**src/pkg/asc_pkg.sv**
```systemverilog
// What this block does
// controller counts converter clock-output pulses
// reaching stop bit gives active-low stop pulse
// stop pulse clears latch driving convert
// status falls on stop; selection reloads
// seven one-hot inputs: bit 7 down to 1
// only the wanted selection input high
// all selection low: full 12 bits
// second stage allows stops at 8-11
// offset binary bipolar, complementary unipolar
// mid-scale step 0111.. to 1000..
// full conversion 800 to 900 ns
// rising convert starts; low resets
// status high while converting
// first clock cycle resolves MSB
// convert low at least 50 ns first
// latch set again on next request
package asc_pkg;
  localparam int RES_BITS = 12;                  // full result width
  localparam int SEL_BITS = 11;                  // stop selections, bits 11..1
  localparam int CLK_PERIOD_NS = 8;              // core_clk period
  localparam int CONV_MIN_NS = 800;              // least full conversion time
  localparam int CONV_MAX_NS = 900;              // longest full conversion time
  localparam int CONV_LOW_NS = 50;               // least convert low time
  // per-bit cycles: full conversion lands within 800..900 ns
  localparam int BIT_CYC = (CONV_MIN_NS + RES_BITS * CLK_PERIOD_NS - 1)
                           / (RES_BITS * CLK_PERIOD_NS);
  localparam int LOW_CYC = (CONV_LOW_NS + CLK_PERIOD_NS - 1) / CLK_PERIOD_NS;
  localparam logic [11:0] RESULT_RESET = 12'h7ff; // sar start: msb 0, rest 1
  localparam logic [11:0] MID_CODE = 12'h800;    // bipolar mid-scale code
endpackage

```
**src/pkg/asc_link_if.sv**
```systemverilog
`timescale 1ns/100ps
`default_nettype none
// wires between converter and short-cycle controller
interface asc_link_if;
  logic        convertCmd;   // convert command from controller
  logic        clockOut;     // converter bit clock, falling edge = bit valid
  logic        status;       // high while converting
  logic [11:0] resultData;   // parallel result
  logic        serialOut;    // serial result bit
  modport converter (input convertCmd, output clockOut, status, resultData, serialOut);
  modport controller (output convertCmd, input clockOut, status, resultData, serialOut);
endinterface
`default_nettype wire

```
**src/core/asc_controller.sv**
```systemverilog
`timescale 1ns/100ps
`default_nettype none
// short-cycle controller: counts bit clocks and drops convert at the stop bit
module asc_controller
  import asc_pkg::*;
(
  input  wire logic        core_clk,   // system clock
  input  wire logic        sys_rst,    // synchronous reset, active high
  input  wire logic        clkEn,      // clock enable, freezes state when low
  input  wire logic        startReq,   // pulse: request a conversion
  input  wire logic [10:0] stopSel,    // one-hot stop select, [6]=bit7..[0]=bit1, [10:7]=bits 11..8
  output logic             stopPulseN, // active-low stop pulse
  output logic             busy,       // conversion in progress
  output logic             resultValid,// pulse: result latched
  output logic [11:0]      result,     // captured result
  asc_link_if.controller   link        // controller side of the link
);
  //////////////////////////////////////////////////////////////////////////
  // state and decoded events
  logic [10:0] shiftReg, shiftNext;    // loaded selection, shifted per bit clock
  logic        latchReg, latchNext;    // set-reset latch driving convert
  logic        pendReg, pendNext;      // start requested, waiting for low time
  logic [3:0]  lowReg, lowNext;        // convert low time counter
  logic        clkDlyReg, clkDlyNext;  // bit clock level one cycle ago
  logic        stsDlyReg, stsDlyNext;  // status level one cycle ago
  logic        stopNReg, stopNNext;    // stop pulse register, active low
  logic        validReg, validNext;    // result pulse
  logic [11:0] resReg, resNext;        // captured result
  logic        clkFall;                // bit clock fell: one more bit valid
  logic        stsFall;                // status fell: conversion over
  logic        stopHit;                // selected stop bit reached this cycle
  logic        lowDone;                // convert low for the least low time

  // falling edge of a pin, from its level one cycle ago
  function automatic logic fellEdge(input logic prevLevel, input logic nowLevel);
    return prevLevel & ~nowLevel;
  endfunction

  //////////////////////////////////////////////////////////////////////////
  // edge detect: history follows the pins, edges decode against it
  always_comb begin
    clkDlyNext = link.clockOut;
    stsDlyNext = link.status;
    clkFall    = fellEdge(clkDlyReg, link.clockOut);
    stsFall    = fellEdge(stsDlyReg, link.status);
  end

  // history resets to the idle level of both pins: no false edge after reset
  always_ff @(posedge core_clk) begin
    if (sys_rst) begin
      clkDlyReg <= 1'b0;
      stsDlyReg <= 1'b0;
    end else if (clkEn) begin
      clkDlyReg <= clkDlyNext;
      stsDlyReg <= stsDlyNext;
    end
  end

  //////////////////////////////////////////////////////////////////////////
  // stop counter: the selection moves one place per bit clock fall
  always_comb begin
    shiftNext = shiftReg;
    stopNNext = 1'b1;
    stopHit   = 1'b0;
    if (latchReg && clkFall) begin
      // bit k of the selection stops after bit k+1
      shiftNext = {1'b0, shiftReg[10:1]};
      if (shiftReg[0]) begin
        // selected stop bit reached: one low cycle on the stop pulse
        stopHit   = 1'b1;
        stopNNext = 1'b0;
      end
    end
    if (stsFall || (!latchReg && !link.status)) begin
      // reload while idle and when status falls, ready for the next start
      shiftNext = stopSel;
    end
  end

  // stop counter registers
  always_ff @(posedge core_clk) begin
    if (sys_rst) begin
      shiftReg <= 11'h000;
      stopNReg <= 1'b1;
    end else if (clkEn) begin
      shiftReg <= shiftNext;
      stopNReg <= stopNNext;
    end
  end

  //////////////////////////////////////////////////////////////////////////
  // convert latch, pending request and low-time counter
  always_comb begin
    latchNext = latchReg;
    pendNext  = pendReg | startReq;
    lowNext   = lowReg;
    lowDone   = (lowReg == 4'(LOW_CYC));
    if (!latchReg && !lowDone) begin
      // count the cycles convert has been low
      lowNext = lowReg + 4'h1;
    end
    if (stopHit) begin
      // stop pulse clears the latch: convert drops
      latchNext = 1'b0;
      lowNext   = '0;
    end
    if (stsFall) begin
      // a full conversion ends with status: convert drops as well
      latchNext = 1'b0;
      lowNext   = '0;
    end
    if (!latchReg && pendReg && lowDone) begin
      // set the latch again once the low time is met
      latchNext = 1'b1;
      pendNext  = startReq;
    end
  end

  // latch registers
  always_ff @(posedge core_clk) begin
    if (sys_rst) begin
      latchReg <= 1'b0;
      pendReg  <= 1'b0;
      lowReg   <= 4'h0;
    end else if (clkEn) begin
      latchReg <= latchNext;
      pendReg  <= pendNext;
      lowReg   <= lowNext;
    end
  end

  //////////////////////////////////////////////////////////////////////////
  // result capture on the status fall
  always_comb begin
    validNext = 1'b0;
    resNext   = resReg;
    if (stsFall) begin
      // parallel data is valid once status is low
      validNext = 1'b1;
      resNext   = link.resultData;
    end
  end

  // result registers
  always_ff @(posedge core_clk) begin
    if (sys_rst) begin
      validReg <= 1'b0;
      resReg   <= 12'h000;
    end else if (clkEn) begin
      validReg <= validNext;
      resReg   <= resNext;
    end
  end

  //////////////////////////////////////////////////////////////////////////
  // outputs
  assign link.convertCmd = latchReg;
  assign stopPulseN      = stopNReg;
  assign busy            = latchReg;
  assign resultValid     = validReg;
  assign result          = resReg;
endmodule
`default_nettype wire

```
**src/flat_wrapper.sv**
```systemverilog
// flat-port wrapper written by rule: the top's interface ports become plain ports
module asc_controller_flat import asc_pkg::*;
  (core_clk, sys_rst, clkEn, startReq, stopSel, stopPulseN, busy, resultValid, result, link_convertCmd, link_clockOut, link_status, link_resultData, link_serialOut);
  asc_link_if link_i ();
  input  wire logic core_clk;
  input  wire logic sys_rst;
  input  wire logic clkEn;
  input  wire logic startReq;
  input  wire logic [10:0] stopSel;
  output logic stopPulseN;
  output logic busy;
  output logic resultValid;
  output logic [11:0] result;
  output wire logic [$bits(link_i.convertCmd)-1:0] link_convertCmd;
  input wire logic [$bits(link_i.clockOut)-1:0] link_clockOut;
  input wire logic [$bits(link_i.status)-1:0] link_status;
  input wire logic [$bits(link_i.resultData)-1:0] link_resultData;
  input wire logic [$bits(link_i.serialOut)-1:0] link_serialOut;
  assign link_convertCmd = link_i.convertCmd;
  assign link_i.clockOut = link_clockOut;
  assign link_i.status = link_status;
  assign link_i.resultData = link_resultData;
  assign link_i.serialOut = link_serialOut;
  asc_controller u_core (.core_clk(core_clk), .sys_rst(sys_rst), .clkEn(clkEn), .startReq(startReq), .stopSel(stopSel), .stopPulseN(stopPulseN), .busy(busy), .resultValid(resultValid), .result(result), .link(link_i));
endmodule
```
**config.mk**
```make
export PLATFORM = sky130hd
export DESIGN_NAME = asc_controller_flat
export DESIGN_NICKNAME = d
export VERILOG_FILES = /design/src/pkg/asc_pkg.sv /design/src/pkg/asc_link_if.sv /design/src/core/asc_controller.sv /design/src/flat_wrapper.sv
export SDC_FILE = /design/constraint.sdc
export NUM_CORES = 1
export LEC_CHECK = 0
export BUFFER_PORTS_ARGS = -buffer_cell sky130_fd_sc_hd__buf_2
export CAP_MARGIN = 20
export CELL_PAD_IN_SITES_DETAIL_PLACEMENT = 1
export CELL_PAD_IN_SITES_GLOBAL_PLACEMENT = 2
export CORE_ASPECT_RATIO = 1.5
export CORE_UTILIZATION = 31
export DETAILED_ROUTE_END_ITERATION = 7
export PLACE_DENSITY_LB_ADDON = 0.1
export SLEW_MARGIN = 20
export SYNTH_ARGS = -nofsm -noshare
export SYNTH_HDL_FRONTEND = slang
export SYNTH_SLANG_ARGS = --single-unit
```
**constraint.sdc**
```tcl
create_clock -name core_clk -period 3.3 [get_ports core_clk]
set_clock_uncertainty 0.15 [all_clocks]
set_input_delay 0.33 -clock core_clk [delete_from_list [all_inputs] [get_ports core_clk]]
set_output_delay 0.33 -clock core_clk [all_outputs]
set_load 0.02 [all_outputs]
```
==> reports/qor.csv <==
stage,metric,value,unit
setup_path,required,3.32,ns
timing,rsz0062_at_grt,no,
timing,finalSetupViolCount,0,
timing,fin_crit_sh,0.565,
hold_path,hp-class,in -> reg,
synth,synth.most_common_cell,dfxtp_1,
floorplan,initial_core_util,0.323,
clock_network,cts_hold_buf,0,
synth,synth_warnings,0,
clock_network,cts_max_path_buffers,2,
floorplan,die_x,58.1,um
synth,synth_flop_cell,dfxtp_1,
timing,max_freq,0.536,GHz
floorplan,core,4540,um^2
setup_path,worstSetupPathType,in -> reg,
floorplan,die_y,86.2,um
floorplan,dieArea,5010,um^2
power_and_ir_drop,clkPwrFrac,0.376,
clock_network,postCtsSetupRepairBufs,0,
hold_path,worstHoldEndpoint,u_core.result[6],
power_and_ir_drop,swShare,0.242,
setup_path,r2r_setup_slack,1.54,ns
synth,syn-num-nets,194,
run_status,status,completed,
power_and_ir_drop,p_per_area,456,nW/um^2
timing,min_period,1.87,ns
detailed_routing,drt_iter0_markers,28,
synth,synth_common_cells,"dfxtp_1, a21oi_1, nand2_1",
floorplan,num_rows,30,
power_and_ir_drop,pwr-share-seq,0.518,
layout,nFillCells,576,
clock_network,cts_buffers,5,
power_and_ir_drop,combinationalPowerShare,0.106,
clock_network,cts_resized,0,
setup_path,critPathArrivalTime,1.89,ns
synth,yosysTopAreaCellShare,0.451,
floorplan,io_pins,46,
synth,synth_edf_count,0,
clock_network,clock-root-buffer,clkbuf_8,
power_and_ir_drop,intPower,0.000620,W
timing,hold-worst-slack,0.133,ns
global_routing,grt_overflow,0,
layout,final_core_util,0.394,
setup_path,timing.rr.end,u_core.shiftReg[2],
power_and_ir_drop,ir_worst_vdd,0.000264,V
power_and_ir_drop,leakagePower,0.754,nW
placed_design,portBuffers,44,
synth,syn_area_per_cell,8.99,um^2
synth,synth-async-reset-ratio,0,
power_and_ir_drop,p_sw,0.000198,W
timing,hold_viol_final,0,
clock_network,cts_tree,yes,
layout,diodes,0,
layout,fin_nets,232,
synth,synth.distinct_cells,36,
setup_path,r2r-start,u_core.busy,
layout,syn2layout_area_growth,22.2,%
setup_path,r2r_cells,5,
global_routing,grt_antenna_before_repair,0,
synth,ys_ff_latch,33,
detailed_routing,vias_per_cell,4.89,
timing,slew_headroom,0.578,
detailed_routing,drc,0,
synth,synth-seq-area-share,0.451,
timing,tns,0,ns
setup_path,startpoint_type,input port,
clock_network,clk_pin_slew,0.06,ns
run,drv_cap,0,
hold_path,hp-start,link_resultData[6],
global_routing,grt_util_all_layers,0.158,
clock_network,insertion_delay,0.28,ns
clock_network,cts_max_level,2,
clock_network,clock-sinks,33,
global_routing,grt_pass1_vias,1373,
setup_path,worst-path-max-fanout,27,
layout,drive_above_1_share,0.294,
timing,slew_viol_final,0,
hold_path,whs_path_depth,3,
synth,syn_inst,163,
placed_design,dp.final_hpwl,2510,um
placed_design,place_congestion,0.643,
global_routing,grt_start_max_net_pins,35,
timing,worstMarginPinSlew,0.632,ns
synth,syn_area,1470,um^2
detailed_routing,wire_per_inst,13.3,um
detailed_routing,antenna_left,0,
detailed_routing,route.vias.total,1295,
synth,synth_area_leader_cell,dfxtp_1,
synth,synth_area_leaders,"dfxtp_1, a21oi_1, mux2i_1",
setup_path,cp-end-kind,register,
detailed_routing,totalWireLength,3510,um
detailed_routing,first_pass_iters,4,
global_routing,grt_pass1_wl,5980,um
power groups by stage:
| stage | clock network [W] | logic (W) | registers, W |
|---|---|---|---|
| 2_1_floorplan | 0 | 0.0000567 | 0.000434 |
| 3_3_place_gp | 0 | 0.0000848 | 0.000431 |
| 3_5_place_dp | 0 | 0.0000878 | 0.000433 |
| 4_1_cts | 0.000317 | 0.0000883 | 0.000424 |
| 5_1_grt | 0.000342 | 0.0000968 | 0.000426 |
| 6_report | 0.000307 | 0.0000863 | 0.000424 |
cells by family (layout without fill, tap and decap cells):
kind of cell             Yosys count  in the layout  share of synthesized area
adder cells (fa/ha/maj)            1              1                    0.00854
buffers and inverters             16             54                     0.0521
flip-flops                        33             33                      0.451
AND/OR/NAND/NOR                   53             53                      0.196
multiplexers                      13             13                     0.0897
AO/OA/AOI/OAI                     47             47                      0.202
flip-flops by register name, summed over array words and instances, names as in the netlist:
| register | flops |
|---|---|
| u_core.resultValid | 1 |
| u_core.busy | 1 |
| u_core.pendReg | 1 |
| u_core.result | 12 |
| u_core.stsDlyReg | 1 |
| u_core.lowReg | 4 |
| u_core.clkDlyReg | 1 |
| u_core.shiftReg | 11 |
| u_core.stopPulseN | 1 |
metal layers:
layer	routed length, um	part of all wire	GRT usage	up-vias
met5	0	0	0	-
met4	77	0.022	0.0779	0
met3	138	0.039	0.0493	5
met2	1830	0.52	0.266	31
met1	1470	0.42	0.177	611
li1	-	-	-	648
per-stage QoR:
step / power, W / std cells / instance area [um^2] / setup WS [ns]
2_1_floorplan: 0.000490 / 163 / 1470 / 1.66
3_3_place_gp: 0.000516 / 258 / 1700 / 1.16
3_5_place_dp: 0.000521 / 258 / 1700 / 1.11
4_1_cts: 0.000829 / 265 / 1790 / 1.41
5_1_grt: 0.000865 / 265 / 1790 / 1.32
6_report: 0.000817 / 265 / 1790 / 1.43
how the worst max path moves through the flow:
stage                           start                to  slack (ns)  cells past startpoint
after floorplan           u_core.busy  u_core.lowReg[3]        1.66                      4
after global placement          clkEn  u_core.lowReg[3]        1.16                      5
after detailed placement        clkEn  u_core.lowReg[3]        1.11                      5
after CTS                       clkEn  u_core.lowReg[3]        1.41                      5
after global routing            clkEn  u_core.lowReg[3]        1.32                      5
final                           clkEn  u_core.lowReg[3]        1.43                      5
area by class of cell:
| cell class | count | area, um^2 | area share |
|---|---|---|---|
| clock buffers | 7 | 86.3 | 0.0482 |
| inverters | 2 | 7.51 | 0.00419 |
| multi-input cells | 114 | 728 | 0.407 |
| flip-flops and latches | 33 | 661 | 0.369 |
| well taps | 64 | 80.1 | 0.0447 |
| repair buffers | 45 | 228 | 0.127 |
layout by cell type (no fill, tap or decap), types with 2 or more instances in the layout:
cell type,count
a211oi_1,9
and2_1,2
clkbuf_8,6
inv_1,2
nand2_1,27
dfxtp_1,33
and3b_1,2
nor2_1,6
nand3_1,3
a21oi_1,28
nor2b_1,2
mux2i_1,12
nand2b_1,2
buf_2,44
critical path, stage by stage:
cell,delay (ns)
buf_2,0.40
nand3b_1,0.49
o211ai_2,0.24
a21oi_1,0.11
a211o_1,0.31
Power figures use the tool's default switching activity.
